[src/hw/timer_pkg.sv]
package timer_pkg;

  // Register byte addresses on the APB.
  localparam logic [7:0] ADDR_PRESCALE = 8'h00;
  localparam logic [7:0] ADDR_CLOCK_CONTROL = 8'h04;
  localparam logic [7:0] ADDR_COUNTER_ONE = 8'h08;
  localparam logic [7:0] ADDR_COUNTER_TWO = 8'h0c;
  localparam logic [7:0] ADDR_RELOAD_CAPTURE_A = 8'h10;
  localparam logic [7:0] ADDR_RELOAD_CAPTURE_B = 8'h14;
  localparam logic [7:0] ADDR_MODE_CONTROL = 8'h18;
  localparam logic [7:0] ADDR_INT_CONTROL = 8'h1c;
  localparam logic [7:0] ADDR_INT_CLEAR = 8'h20;

  // Field positions in the clock control register.
  localparam int CLOCK_ONE_LSB = 0;
  localparam int CLOCK_TWO_LSB = 3;

  // Field positions in the mode control register.
  localparam int MODE_LSB = 0;
  localparam int EDGE_A_BIT = 2;
  localparam int EDGE_B_BIT = 3;
  localparam int PIN_A_ENABLE_BIT = 4;
  localparam int PRESET_B_BIT = 5;
  localparam int PIN_A_LEVEL_BIT = 6;

  // Field positions in the interrupt control register.
  localparam int INT_ENABLE_LSB = 0;
  localparam int INT_PENDING_LSB = 4;

  // Interrupt source indices.
  localparam int SRC_A = 0;
  localparam int SRC_B = 1;
  localparam int SRC_C = 2;
  localparam int SRC_D = 3;

  // Operating modes.
  localparam logic [1:0] MODE_PWM_TIMER = 2'h0;
  localparam logic [1:0] MODE_DUAL_CAPTURE = 2'h1;
  localparam logic [1:0] MODE_DUAL_TIMER = 2'h2;
  localparam logic [1:0] MODE_SINGLE_CAPTURE = 2'h3;

  // Counter clock selections.
  localparam logic [2:0] CLK_STOPPED = 3'h0;
  localparam logic [2:0] CLK_PRESCALED = 3'h1;
  localparam logic [2:0] CLK_EXT_EVENT = 3'h2;
  localparam logic [2:0] CLK_PULSE_ACC = 3'h3;
  localparam logic [2:0] CLK_SLOW = 3'h4;

  // Values after reset and the capture preset.
  localparam logic [4:0] PRESCALE_RESET = 5'h00;
  localparam logic [15:0] COUNT_RESET = 16'h0000;
  localparam logic [15:0] PRESET_VALUE = 16'hffff;
  localparam logic [3:0] INT_RESET = 4'h0;

endpackage

[src/hw/dual_counter_capture_timer.sv]
`timescale 1ns/1ps
`default_nettype none

// Function
// - Dual-capture mode: counter one counts on its selected clock; both pins capture.
// - Edge on pin A copies counter one to capture A; pin B to capture B.
// - Each capture input has its own rising or falling edge choice.
// - With preset enabled (pin A output enable bit for A, preset bit for B), capture stores counter first, then loads counter with all ones.
// - Dual-capture raises pin A, pin B and counter one underflow events, each enabled.
// - Dual-capture: counter two is a plain down timer; underflow pends source D.
// - Capture modes: external-event or pulse-accumulate selection stops the counter.
// - Dual-timer and single-capture: counter one reloads from capture A on underflow.
// - Pin A output enabled: pin A inverts on every counter one underflow outside dual-capture.
// - Timer modes: low-to-high pin A toggle sets source C pending, gated by A enable.
// - Dual-timer: pin B clocks either counter as event or pulse-accumulate input.
// - Dual-timer: counter two reloads from capture B on underflow and pends source D.
// - Single-capture: selected edge on pin B copies counter two to capture B.
// - Single-capture with preset: store counter two, then load it with all ones.
// - Single-capture raises pin B capture and counter two underflow events, each enabled.
// - Sources A, B, C feed interrupt one; source D alone feeds interrupt two.
// - Interrupt one drives request line 14, interrupt two request line 13.
// - Two-bit mode field selects PWM, dual-capture, dual-timer or single-capture mode.
// - Clock select: stopped, prescaled, external event, pulse-accumulate, slow; others reserved.
// - Pin A starts toggling from the initial level bit set before the clock starts.
module dual_counter_capture_timer
(
  input wire logic clk,
  input wire logic rst,
  input wire logic ce,
  input wire logic psel,
  input wire logic penable,
  input wire logic pwrite,
  input wire logic [7:0] paddr,
  input wire logic [31:0] pwdata,
  output logic [31:0] prdata,
  output logic pready,
  output logic pslverr,
  input wire logic timer_io_a_in,
  output logic timer_io_a_out,
  output logic timer_io_a_oe,
  input wire logic timer_io_b_in,
  input wire logic slow_clock_in,
  output logic irq_line_14,
  output logic irq_line_13
);
  import timer_pkg::*;

  typedef struct packed {
    logic [2:0] sync_a;
    logic stable_a;
    logic [2:0] sync_b;
    logic stable_b;
    logic [2:0] sync_slow;
    logic stable_slow;
    logic [4:0] prescale;
    logic [4:0] prescale_count;
    logic [2:0] clock_one;
    logic [2:0] clock_two;
    logic [15:0] counter_one;
    logic [15:0] counter_two;
    logic [15:0] reload_capture_a;
    logic [15:0] reload_capture_b;
    logic [1:0] mode_select;
    logic edge_a;
    logic edge_b;
    logic pin_a_output_enable;
    logic preset_b;
    logic pin_a_initial_level;
    logic [3:0] int_enable;
    logic [3:0] pending;
    logic pin_a_level;
    logic [31:0] read_data;
  } state_t;

  state_t q;
  state_t next_q;

  ////////////////////////////////////////////////////////////////////////////////
  // Helpers.

  // A settled change: the second and third stages agree on a new level.
  function automatic logic settled_change(input logic [2:0] sync, input logic stable);
    settled_change = (sync[1] == sync[2]) && (sync[2] != stable);
  endfunction

  // Count enable of one counter from its clock selection.
  function automatic logic count_tick(input logic [2:0] sel, input logic capture_mode,
                                      input logic prescaled, input logic ext_event,
                                      input logic accumulate, input logic slow);
    unique case (sel)
      CLK_PRESCALED: count_tick = prescaled;
      CLK_EXT_EVENT: count_tick = !capture_mode && ext_event;
      CLK_PULSE_ACC: count_tick = !capture_mode && prescaled && accumulate;
      CLK_SLOW: count_tick = slow;
      default: count_tick = 1'b0;
    endcase
  endfunction

  function automatic logic addr_mapped(input logic [7:0] addr);
    addr_mapped = (addr <= ADDR_INT_CLEAR) && (addr[1:0] == 2'h0);
  endfunction

  ////////////////////////////////////////////////////////////////////////////////
  // Combinational events.

  logic mode_cap2;
  logic mode_cap4;
  logic capture_mode;
  logic change_a;
  logic change_b;
  logic change_slow;
  logic edge_event_a;
  logic edge_event_b;
  logic prescaled_tick;
  logic tick_one;
  logic tick_two;
  logic underflow_one;
  logic underflow_two;
  logic capture_a;
  logic capture_b;
  logic write_access;
  logic setup_access;
  logic wr_counter_one;
  logic wr_counter_two;
  logic wr_reload_a;
  logic wr_reload_b;
  logic [3:0] pend_set;
  logic [3:0] pend_clear;
  logic [3:0] effective_enable;

  always_comb
  begin
    mode_cap2 = (q.mode_select == MODE_DUAL_CAPTURE);
    mode_cap4 = (q.mode_select == MODE_SINGLE_CAPTURE);
    capture_mode = mode_cap2 || mode_cap4;
    change_a = settled_change(q.sync_a, q.stable_a);
    change_b = settled_change(q.sync_b, q.stable_b);
    change_slow = settled_change(q.sync_slow, q.stable_slow);
    // Polarity bit low selects rising edges, high selects falling edges.
    edge_event_a = change_a && (q.sync_a[2] != q.edge_a);
    edge_event_b = change_b && (q.sync_b[2] != q.edge_b);
    prescaled_tick = (q.prescale_count == 5'h00);
    tick_one = count_tick(q.clock_one, capture_mode, prescaled_tick, edge_event_b,
                          q.stable_b != q.edge_b, change_slow && q.sync_slow[2]);
    tick_two = count_tick(q.clock_two, capture_mode, prescaled_tick, edge_event_b,
                          q.stable_b != q.edge_b, change_slow && q.sync_slow[2]);
    underflow_one = tick_one && (q.counter_one == 16'h0000);
    underflow_two = tick_two && (q.counter_two == 16'h0000);
    capture_a = mode_cap2 && edge_event_a;
    capture_b = capture_mode && edge_event_b;
    write_access = ce && psel && penable && pwrite && addr_mapped(paddr);
    setup_access = ce && psel && !penable;
    wr_counter_one = write_access && (paddr == ADDR_COUNTER_ONE);
    wr_counter_two = write_access && (paddr == ADDR_COUNTER_TWO);
    wr_reload_a = write_access && (paddr == ADDR_RELOAD_CAPTURE_A);
    wr_reload_b = write_access && (paddr == ADDR_RELOAD_CAPTURE_B);
    pend_set = 4'h0;
    pend_set[SRC_A] = capture_a;
    pend_set[SRC_B] = capture_b;
    pend_set[SRC_C] = mode_cap2 ? underflow_one
                                : (underflow_one && q.pin_a_output_enable && !q.pin_a_level);
    pend_set[SRC_D] = underflow_two;
    pend_clear = 4'h0;
    if (write_access && (paddr == ADDR_INT_CLEAR))
      pend_clear = pwdata[3:0];
    effective_enable = q.int_enable;
    // Outside dual-capture the pin A toggle event is gated by the A enable.
    effective_enable[SRC_C] = mode_cap2 ? q.int_enable[SRC_C] : q.int_enable[SRC_A];
  end

  ////////////////////////////////////////////////////////////////////////////////
  // Next state.

  always_comb
  begin
    next_q = q;
    if (ce)
    begin
      next_q.sync_a = {q.sync_a[1:0], timer_io_a_in};
      next_q.sync_b = {q.sync_b[1:0], timer_io_b_in};
      next_q.sync_slow = {q.sync_slow[1:0], slow_clock_in};
      if (q.sync_a[1] == q.sync_a[2])
        next_q.stable_a = q.sync_a[2];
      if (q.sync_b[1] == q.sync_b[2])
        next_q.stable_b = q.sync_b[2];
      if (q.sync_slow[1] == q.sync_slow[2])
        next_q.stable_slow = q.sync_slow[2];
      next_q.prescale_count = prescaled_tick ? q.prescale : q.prescale_count - 5'h01;

      // Counter one: dual-capture wraps, other modes reload from capture A.
      if (tick_one)
      begin
        next_q.counter_one = (underflow_one && !mode_cap2) ? q.reload_capture_a
                                                           : q.counter_one - 16'h0001;
      end
      if (capture_a)
      begin
        next_q.reload_capture_a = q.counter_one;
        if (q.pin_a_output_enable)
          next_q.counter_one = PRESET_VALUE;
      end
      if (capture_b && mode_cap2)
      begin
        next_q.reload_capture_b = q.counter_one;
        if (q.preset_b)
          next_q.counter_one = PRESET_VALUE;
      end

      // Counter two: dual-timer reloads from capture B, other modes wrap.
      if (tick_two)
      begin
        next_q.counter_two = (underflow_two && (q.mode_select == MODE_DUAL_TIMER)) ? q.reload_capture_b
                                                                                   : q.counter_two - 16'h0001;
      end
      if (capture_b && mode_cap4)
      begin
        next_q.reload_capture_b = q.counter_two;
        if (q.preset_b)
          next_q.counter_two = PRESET_VALUE;
      end

      // Pin A holds its initial level while counter one is stopped.
      if (q.clock_one == CLK_STOPPED)
        next_q.pin_a_level = q.pin_a_initial_level;
      else if (underflow_one && q.pin_a_output_enable && !mode_cap2)
        next_q.pin_a_level = !q.pin_a_level;

      // A new event wins over a clear in the same cycle.
      next_q.pending = (q.pending & ~pend_clear) | pend_set;

      // Software writes take effect at the end of the access phase.
      if (write_access)
      begin
        unique case (paddr)
          ADDR_PRESCALE: next_q.prescale = pwdata[4:0];
          ADDR_CLOCK_CONTROL:
          begin
            next_q.clock_one = pwdata[CLOCK_ONE_LSB +: 3];
            next_q.clock_two = pwdata[CLOCK_TWO_LSB +: 3];
          end
          ADDR_MODE_CONTROL:
          begin
            next_q.mode_select = pwdata[MODE_LSB +: 2];
            next_q.edge_a = pwdata[EDGE_A_BIT];
            next_q.edge_b = pwdata[EDGE_B_BIT];
            next_q.pin_a_output_enable = pwdata[PIN_A_ENABLE_BIT];
            next_q.preset_b = pwdata[PRESET_B_BIT];
            next_q.pin_a_initial_level = pwdata[PIN_A_LEVEL_BIT];
          end
          ADDR_INT_CONTROL: next_q.int_enable = pwdata[INT_ENABLE_LSB +: 4];
          default:
          begin
          end
        endcase
      end
      if (wr_counter_one)
        next_q.counter_one = pwdata[15:0];
      if (wr_counter_two)
        next_q.counter_two = pwdata[15:0];
      if (wr_reload_a)
        next_q.reload_capture_a = pwdata[15:0];
      if (wr_reload_b)
        next_q.reload_capture_b = pwdata[15:0];

      // Read data is taken in the setup cycle and presented in the access phase.
      if (setup_access)
      begin
        unique case (paddr)
          ADDR_PRESCALE: next_q.read_data = {27'h0, q.prescale};
          ADDR_CLOCK_CONTROL: next_q.read_data = {26'h0, q.clock_two, q.clock_one};
          ADDR_COUNTER_ONE: next_q.read_data = {16'h0, q.counter_one};
          ADDR_COUNTER_TWO: next_q.read_data = {16'h0, q.counter_two};
          ADDR_RELOAD_CAPTURE_A: next_q.read_data = {16'h0, q.reload_capture_a};
          ADDR_RELOAD_CAPTURE_B: next_q.read_data = {16'h0, q.reload_capture_b};
          ADDR_MODE_CONTROL: next_q.read_data = {25'h0, q.pin_a_initial_level, q.preset_b,
                                                 q.pin_a_output_enable, q.edge_b, q.edge_a, q.mode_select};
          ADDR_INT_CONTROL: next_q.read_data = {24'h0, q.pending, q.int_enable};
          default: next_q.read_data = 32'h0;
        endcase
      end
    end
  end

  always_ff @(posedge clk)
  begin
    if (rst)
    begin
      q <= '0;
      q.prescale <= PRESCALE_RESET;
      q.prescale_count <= PRESCALE_RESET;
      q.counter_one <= COUNT_RESET;
      q.counter_two <= COUNT_RESET;
      q.clock_one <= CLK_STOPPED;
      q.clock_two <= CLK_STOPPED;
      q.mode_select <= MODE_PWM_TIMER;
      q.int_enable <= INT_RESET;
      q.pending <= INT_RESET;
    end
    else
    begin
      q <= next_q;
    end
  end

  ////////////////////////////////////////////////////////////////////////////////
  // Outputs.

  assign prdata = q.read_data;
  assign pready = ce;
  assign pslverr = psel && penable && !addr_mapped(paddr);
  assign timer_io_a_out = q.pin_a_level;
  assign timer_io_a_oe = q.pin_a_output_enable && !mode_cap2;
  assign irq_line_14 = |(q.pending[SRC_C:SRC_A] & effective_enable[SRC_C:SRC_A]);
  assign irq_line_13 = q.pending[SRC_D] && q.int_enable[SRC_D];
endmodule

`default_nettype wire

[config.mk]
export PLATFORM = sky130hd
export DESIGN_NAME = dual_counter_capture_timer
export DESIGN_NICKNAME = d
export VERILOG_FILES = /design/src/hw/timer_pkg.sv /design/src/hw/dual_counter_capture_timer.sv
export SDC_FILE = /design/constraint.sdc
export NUM_CORES = 1
export LEC_CHECK = 0
export ABC_CLOCK_PERIOD_IN_PS = 4200
export BUFFER_PORTS_ARGS = -buffer_cell sky130_fd_sc_hd__buf_2
export CAP_MARGIN = 20
export CORE_MARGIN = 1.5
export CORE_UTILIZATION = 51
export CTS_BUF_LIST = sky130_fd_sc_hd__clkbuf_16
export DETAILED_ROUTE_END_ITERATION = 12
export GPL_ROUTABILITY_DRIVEN = 0
export PLACE_DENSITY_LB_ADDON = 0.08
export SYNTH_ARGS = -nofsm -noshare
export SYNTH_HDL_FRONTEND = slang
export SYNTH_SLANG_ARGS = --single-unit
[constraint.sdc]
create_clock -name clk -period 4.2 [get_ports clk]
set_clock_uncertainty 0.15 [all_clocks]
set_input_delay 0 -clock clk [delete_from_list [all_inputs] [get_ports clk]]
set_output_delay 0 -clock clk [all_outputs]
set_load 0.02 [all_outputs]
# ---- Word-level counts from Yosys, hierarchy flattened
# Index checks and enable logic that the tools add are counted.
# Widths: inputs -> output; s select.
dict set report word_totals {
  wordCells 148
  regBits 140
  in_bits 49
  output_inout_bits 38
}
dict set report classes {
  mux 26
  n_eq_ne 28
  add_sub_neg 3
  reduce_logical 62
  bitwise_logic 4
  magnitude_cmp 1
}
# op n
set ops {}
lappend ops {{$mux 16} 17}
lappend ops {{$pmux 16 s8} 1}
lappend ops {{$logic_and 1x1->1} 35}
lappend ops {{$eq 8x5->1 const B} 4}
lappend ops {{$logic_not 16->1} 2}
lappend ops {{$sub 16x1->16 const B} 2}
lappend ops {{$eq 8x4->1 const B} 2}
lappend ops {{$reduce_and 2->1} 7}
lappend ops {{$eq 3x2->1 const B} 4}
lappend ops {{$reduce_and 3->1} 4}
lappend ops {{$eq 8x3->1 const B} 1}
lappend ops {{$eq 8x6->1 const B} 1}
lappend ops {{$le 8x6->1 const B} 1}
lappend ops {{$logic_not 8->1} 1}
lappend ops {{$pmux 1 s4} 2}
lappend ops {{$eq 3x1->1 const B} 2}
lappend ops {{$eq 3x3->1 const B} 2}
lappend ops {{$ne 1x1->1} 6}
lappend ops {{$logic_not 1->1} 5}
lappend ops {{$logic_not 5->1} 1}
lappend ops {{$mux 5} 1}
lappend ops {{$sub 5x1->5 const B} 1}
lappend ops {{$and 4x4->4} 1}
lappend ops {{$eq 2x2->1 const B} 2}
lappend ops {{other kinds (13)} 19}

# ---- Depth between registers and ports, before layout
# Gate-level depths: netlist of the first run.
dict set report logic_depth {
  ltp_word 15
  depth_mapped 10
  ltp_nobuf 9
}

# ---- Worst setup path after synthesis of the first run
# Ideal clock, no wire load.
dict set report synth_timing {
  path_type {reg2reg}
  from {register q[103] (netlist bit)}
  to {register q[110] (netlist bit)}
  synth_period_minus_slack_ns 2.960
  arrival_ns 2.693
  required_time_ns 3.933
  stages_incl_launch_ff 10
  setup_slack_ns 1.240
  path_buffers 2
  cell_sequence {dfxtp_1 > or4_1 > clkbuf_1 > or4_1 > buf_2 > or3_1 > or4_1 > o211ai_2 > a21oi_1 > o22a_1}
}
dict set report synth_between {
  elab_chain_cells 10
}
# item line
set synth_lines {}
lappend synth_lines {{start, declared} dual_counter_capture_timer.sv:75} ;# state_t q;
lappend synth_lines {{start signal, assigned} dual_counter_capture_timer.sv:301} ;# q <= next_q;
lappend synth_lines {{branches (longest 3 deep; another with $sub 16x1->16)} -}
lappend synth_lines {{$mux 16 (*)} dual_counter_capture_timer.sv:193} ;# next_q.counter_one = (underflow_one && !mode_cap2) ? q.reload_capture_a
lappend synth_lines {{$mux 16 (*)} dual_counter_capture_timer.sv:191} ;# if (tick_one)
lappend synth_lines {{$mux 16} dual_counter_capture_timer.sv:199} ;# if (q.pin_a_output_enable)
lappend synth_lines {{$mux 16 (*)} dual_counter_capture_timer.sv:196} ;# if (capture_a)
lappend synth_lines {{$mux 16} dual_counter_capture_timer.sv:205} ;# if (q.preset_b)
lappend synth_lines {{$mux 16 (*)} dual_counter_capture_timer.sv:202} ;# if (capture_b && mode_cap2)
lappend synth_lines {{$mux 16 (*)} dual_counter_capture_timer.sv:256} ;# if (wr_counter_one)
# Mark *: on every way between the ends.
# A chain may end at the register's enable or synchronous reset.

# ---- Final worst setup path of the first run
# Same ends and word-level chain as after synthesis.

==> impl_results.md, run 1 <==
* Status: finished clean
* Die footprint at 15,300 um^2
* Sw Share at 0.242
* Placed cell areas at 7630 um^2
* Placed wire-length estimate at 17.5 mm
* Cells after synthesis at 966
* DRC at 0
* Slew @ Worst Pin at 1150 ps
* Most used DFF post-synth: dfxtp_1
* CP Data Required Time at 4370 ps
* Post-route ant nets at 0
* Post-route minimum period at 3380 ps
* H-tree depth at 4
* GRT overflow at 0
* Vias in the first global route at 7,004
* EDFF count, synth at 0
* CTS tree: done
* Worst-path clk slew at 60 ps
* Post-synthesis area per instance at 7.70 um^2
* DRT iter0 DRCs at 1,273
* Clock Path Buffers at 2
* Design area at 8440 um^2
* First-pass GRT wire length at 38.7 mm
* Clock Power Share at 0.493
* Seq pwr share at 0.417
* Fin. max-slew vios at 0
* Yosys warns at 0
* Share of cells above drive strength 1 at 0.116
* Maximum fanout along the worst path at 11
* WL per Instance at 21.4 um
* Sequential share of the synthesized area at 0.334
* Max VDD drop at 0.000320 V
* Top post-synthesis cells by area: dfxtp_1 33%, mux2i_1 9.0%, nor2_1 6.1%, a21oi_1 5.7%, o21ai_0 5.1%
* Initial Util at 0.529
* Pwr per Cell Area at 343 nW/um^2
* Period utilization at 0.806
* Area delta synth->final at 13.5%
* Most frequent cell after synthesis: dfxtp_1
* Clock Tree Root: clkbuf_16
* Post-CTS Setup Bufs at 0
* Net Sw Power at 700 uW
* Yosys cell types at 64
* Worst setup margin at 816 ps
* Yosys top cell by area: dfxtp_1
* Vias at 7,805
* Vias/cell at 6.60
* Unrepaired setup endpoints after global routing: no
* Core area at 14,000 um^2
* CP Launch Type: flop
* WL final at 25.3 mm
* Multi-input logic area at 4430 um^2
* Final hold vios at 0
* Max Fclk at 295 MHz
* # hold bufs at CTS at 23
* Router iterations before antenna repair at 9
* Largest net degree at the start of global routing at 80
* Clock buffer count from CTS at 17
* Final setup viols at 0
* Die width at 124 um
* Global Route Usage Sum at 0.340
* Fill cell count at 1,287
* Ys async rst share at 0
* Int Pwr at 2190 uW
* # IOs at 87
* Worst setup EP type: flop
* Final nets at 1,044
* Arr. time, crit path at 3550 ps
* Setup CP Type: flop to flop
* Number of max-cap violations at 0
* # resized after CTS at 0
* Synth Register Bits at 124
* Ant. Diodes at 0
* Clock Latency Late Sink at 430 ps
* Setup TNS at 0 ps
* Port bufs at 54
* Core Rows at 43
* Mapped Area at 7430 um^2
* Slew margin rel. at 0.236
* Register area at 2480 um^2
* Clk sinks at 124
* Commonest cells post-synth: 124 x dfxtp_1, 120 x nor2_1, 94 x nand2_1, 85 x a21oi_1, 76 x o21ai_0
* Antenna violations before repair at 0
* Leak pwr at 0.00338 uW
* Pre-CTS setup slack at 863 ps
* Post-synth top area share at 0.334
* Die height at 124 um
* Combinational share of power at 0.090
* Hold Path Class: primary input to flop
[state kept, by name, summed over array words and instances, names as in the netlist]
name and flops:
q 104, prdata 16, effective_enable 3, timer_io_a_out 1
[cell families after synthesis]
logic type	after synthesis	synth area share
and+or+nand+nor	325	0.205
DFF	124	0.334
muxes	71	0.0978
other	1	0.000504
xor gates and xnor gates	3	0.00353
adders and majority gates	5	0.00841
buffers and inverters	123	0.0791
AOI/OAI and AO/OA	314	0.272
[metal layers]
metal | vias to the layer above | track usage | wire, um
li1 | 3554 | - | -
met1 | 3692 | 0.465 | 10500
met2 | 494 | 0.502 | 10900
met3 | 65 | 0.0925 | 3110
met4 | 0 | 0.143 | 724
met5 | - | 0 | 0
[final cells by class]
| class | instances | share of cell area |
|---|---|---|
| inverter | 11 | 0.00489 |
| timing repair buffer | 102 | 0.0828 |
| clock inverter | 14 | 0.0162 |
| multi-input combinational | 734 | 0.525 |
| sequential | 124 | 0.294 |
| tap | 180 | 0.0267 |
| clock buffer | 17 | 0.0504 |
[power groups by stage]
| stage | sequential [uW] | clock (uW) | combinational, uW |
|---|---|---|---|
| floorplan | 1230 | 0 | 176 |
| finish | 1210 | 1430 | 260 |
| global route | 1210 | 1490 | 284 |
| detailed placement | 1230 | 0 | 238 |
| global placement | 1230 | 0 | 231 |
| CTS | 1210 | 1440 | 256 |
[worst paths after layout]
kind	start	end	slack (ps)	depth (start not counted)
setup / recovery	q[103]	q[110]	820	7
hold / removal	rst	q[124]	5	2
setup reg to reg	q[103]	q[110]	820	7
hold reg to reg	prdata[4]	prdata[4]	310	2
[layout by cell type (no fill, tap or decap), types with 4 or more instances in the layout]
cell and count:
dfxtp_1 124, nor2_1 120, nand2_1 94, a21oi_1 85, o21ai_0 76, mux2i_1 67, buf_2 53, a211oi_1 29
nor3_1 28, buf_4 25, dlygate4sd3_1 23, o211ai_1 21, clkbuf_16 17, conb_1 16, nand3_1 15, o22ai_1 14
inv_1 13, a222oi_1 13, a221oi_1 10, o21a_1 9, a21o_1 8, nor4_1 8, or4_1 8, a22oi_1 8
nor2b_1 7, and2_1 6, nand4_1 5, nand3b_1 5, a21boi_0 5, ha_1 5, clkinv_1 5, o31ai_1 4
a32oi_1 4, or3_1 4, a31oi_1 4, nor4bb_1 4, clkinv_2 4
[stage by stage]
stage	instances	hold WS [ps]	util	total power, uW
global placement	1127	90.4	0.543	1460
finish	1182	4.68	0.601	2890
detailed placement	1127	97.0	0.543	1470
global route	1182	30.8	0.601	2980
CTS	1181	1.27	0.600	2900
floorplan	981	-37.4	-	1400
[worst max-delay path: stages, from the launching register on]
cell and delay [ps]:
dfxtp_1 390, or4_1 630, or4_1 580, or3_1 590, or4_1 540, o211ai_2 100, a41oi_1 80, o22a_1 210
No activity file was read; power rests on OpenSTA's default activity.
==> inputs of run 2 (changes only) <==
--- a/config.mk
+++ b/config.mk
@@ -5,7 +5,7 @@
 export SDC_FILE = /design/constraint.sdc
 export NUM_CORES = 1
 export LEC_CHECK = 0
-export ABC_CLOCK_PERIOD_IN_PS = 4200
+export ABC_CLOCK_PERIOD_IN_PS = 3500
 export BUFFER_PORTS_ARGS = -buffer_cell sky130_fd_sc_hd__buf_2
 export CAP_MARGIN = 20
 export CORE_MARGIN = 1.5
==> constraint.sdc (replaced) <==
create_clock -name clk -period 3.5 [get_ports clk]
set_clock_uncertainty 0.15 [all_clocks]
set_input_delay 0 -clock clk [delete_from_list [all_inputs] [get_ports clk]]
set_output_delay 0 -clock clk [all_outputs]
set_load 0.02 [all_outputs]
==> impl_results.md, run 2 (same netlist as run 1, synthesis figures left out) <==
* Critical path's slowest cell: or4_1
* Arr. time, crit path at 3220 ps
* Clock Latency Late Sink at 430 ps
* Final hold vios at 0
* Top reg by flops: q
* Vias in the first global route at 7,188
* Fill cell count at 1,295
* Ant. Diodes at 0
* Sw Share at 0.257
* Number of max-cap violations at 0
* Port bufs at 54
* Max reg flops at 104
* WL per Instance at 21.6 um
* Final setup viols at 0
* Global Route Usage Sum at 0.345
* Hold Path Class: primary input to flop
* Final nets at 1,059
* GRT overflow at 0
* DRT iter0 DRCs at 1,147
* Antenna violations before repair at 1
* Combinational share of power at 0.092
* Setup TNS at 0 ps
* Critical path's top delay family: simple AND/OR/NAND/NOR gates
* Initial Util at 0.529
* Vias/cell at 6.61
* Die height at 124 um
* Setup CP Type: flop to flop
* Status: finished clean
* Commonest cells after routing, fill and taps aside: 124 x dfxtp_1, 120 x nor2_1, 94 x nand2_1
* Worst setup EP type: flop
* Multi-input logic area at 4430 um^2
* Area delta synth->final at 15.7%
* Vias at 7,918
* Clock buffer count from CTS at 17
* Post-route minimum period at 3060 ps
* Clock Tree Root: clkbuf_16
* Post-CTS Setup Bufs at 0
* Max VDD drop at 0.000357 V
* Clock Power Share at 0.504
* Max Fclk at 327 MHz
* CP peak stage delay at 610 ps
* Register area at 2480 um^2
* Unrepaired setup endpoints after global routing: no
* Core area at 14,000 um^2
* DRC at 0
* Period utilization at 0.874
* Clk sinks at 124
* Cell count along the critical path at 9
* Core Util, Final at 0.613
* WL final at 25.8 mm
* Int Pwr at 2670 uW
* Core Rows at 43
* Clock Path Buffers at 2
* First-pass GRT wire length at 39.8 mm
* Largest net degree at the start of global routing at 60
* Worst-path clk slew at 60 ps
* CP Data Required Time at 3660 ps
* Crit-path cells: inv_1, ha_1, nor4b_2, nand3b_1, o211a_1, or4_1, o211ai_2, a41oi_1, o22a_1
* Fin. max-slew vios at 0
* Post-route ant nets at 0
* Placed cell areas at 7670 um^2
* Router iterations before antenna repair at 8
* Leak pwr at 0.00346 uW
* Commonest non-fill, non-tap cell in the layout: dfxtp_1
* CP Launch Type: flop
* H-tree depth at 4
* Maximum fanout along the worst path at 16
* Seq pwr share at 0.403
* Slew margin rel. at 0.423
* Placed wire-length estimate at 17.8 mm
* Slew @ Worst Pin at 857 ps
* Bufs and invs on worst path at 1
* CTS tree: done
* Die footprint at 15,300 um^2
* # IOs at 87
* R2R cell count at 9
* Pwr per Cell Area at 417 nW/um^2
* Hold Path Stages at 5
* Net Sw Power at 924 uW
* Share of cells above drive strength 1 at 0.125
* Design area at 8600 um^2
* Die width at 124 um
## run 2: changes by cell type in the layout (fill, tap and decap cells not counted), sizes merged
cell         change
dlygate4sd3     +10
clkinv           -6
clkinvlp         +6
buf              +5
inv              +1
## run 2: layout make-up
| cell class | instances | area share |
|---|---|---|
| multi-input combinational | 734 | 0.515 |
| sequential | 124 | 0.289 |
| timing repair buffer | 117 | 0.0963 |
| clock buffer | 17 | 0.0494 |
| tap | 180 | 0.0262 |
| clock inverter | 15 | 0.0202 |
| inverter | 11 | 0.00480 |
## run 2: what timing repair did
item,CTS,global route
hold buffers,33,0
endpoints found under the setup margin,0,0
resized for setup,0,0
endpoints found under the hold margin,101,0
## run 2: tightest hold or removal path, cell delays in order
cell and delay [ps]:
buf_2 150, nor4bb_2 70, buf_4 190, nand3_1 90
a21oi_1 60
## run 2: worst paths after layout
path,startpoint,to,slack (ps)
max reg2reg,q[118],q[110],440
min,paddr[1],effective_enable[3],30
min reg2reg,prdata[5],prdata[5],300
max,q[118],q[110],440
## run 2: power by group through the flow
stage	clock, uW	sequential [uW]	combinational, uW
finish	1810	1450	332
global route	1890	1450	357
CTS	1820	1450	325
detailed placement	0	1480	303
global placement	0	1480	290
floorplan	0	1470	211
## run 2: metal layers
metal  part of all wire  track usage  routed length [um]  up-vias
li1                   -            -                   -     3596
met1               0.41        0.463               10700     3725
met2               0.43        0.507               11200      519
met3               0.13        0.123                3300       78
met4              0.028        0.129                 726        0
met5                  0            0                   0        -
## run 2: metrics by stage
stage	total power, uW	hold WS, ps	instances	setup WS (ps)
CTS	3590	16.9	1198	493
floorplan	1680	-37.4	981	540
global route	3700	53.1	1198	207
finish	3590	33.2	1198	441
detailed placement	1780	99.3	1133	509
global placement	1770	87.0	1133	531
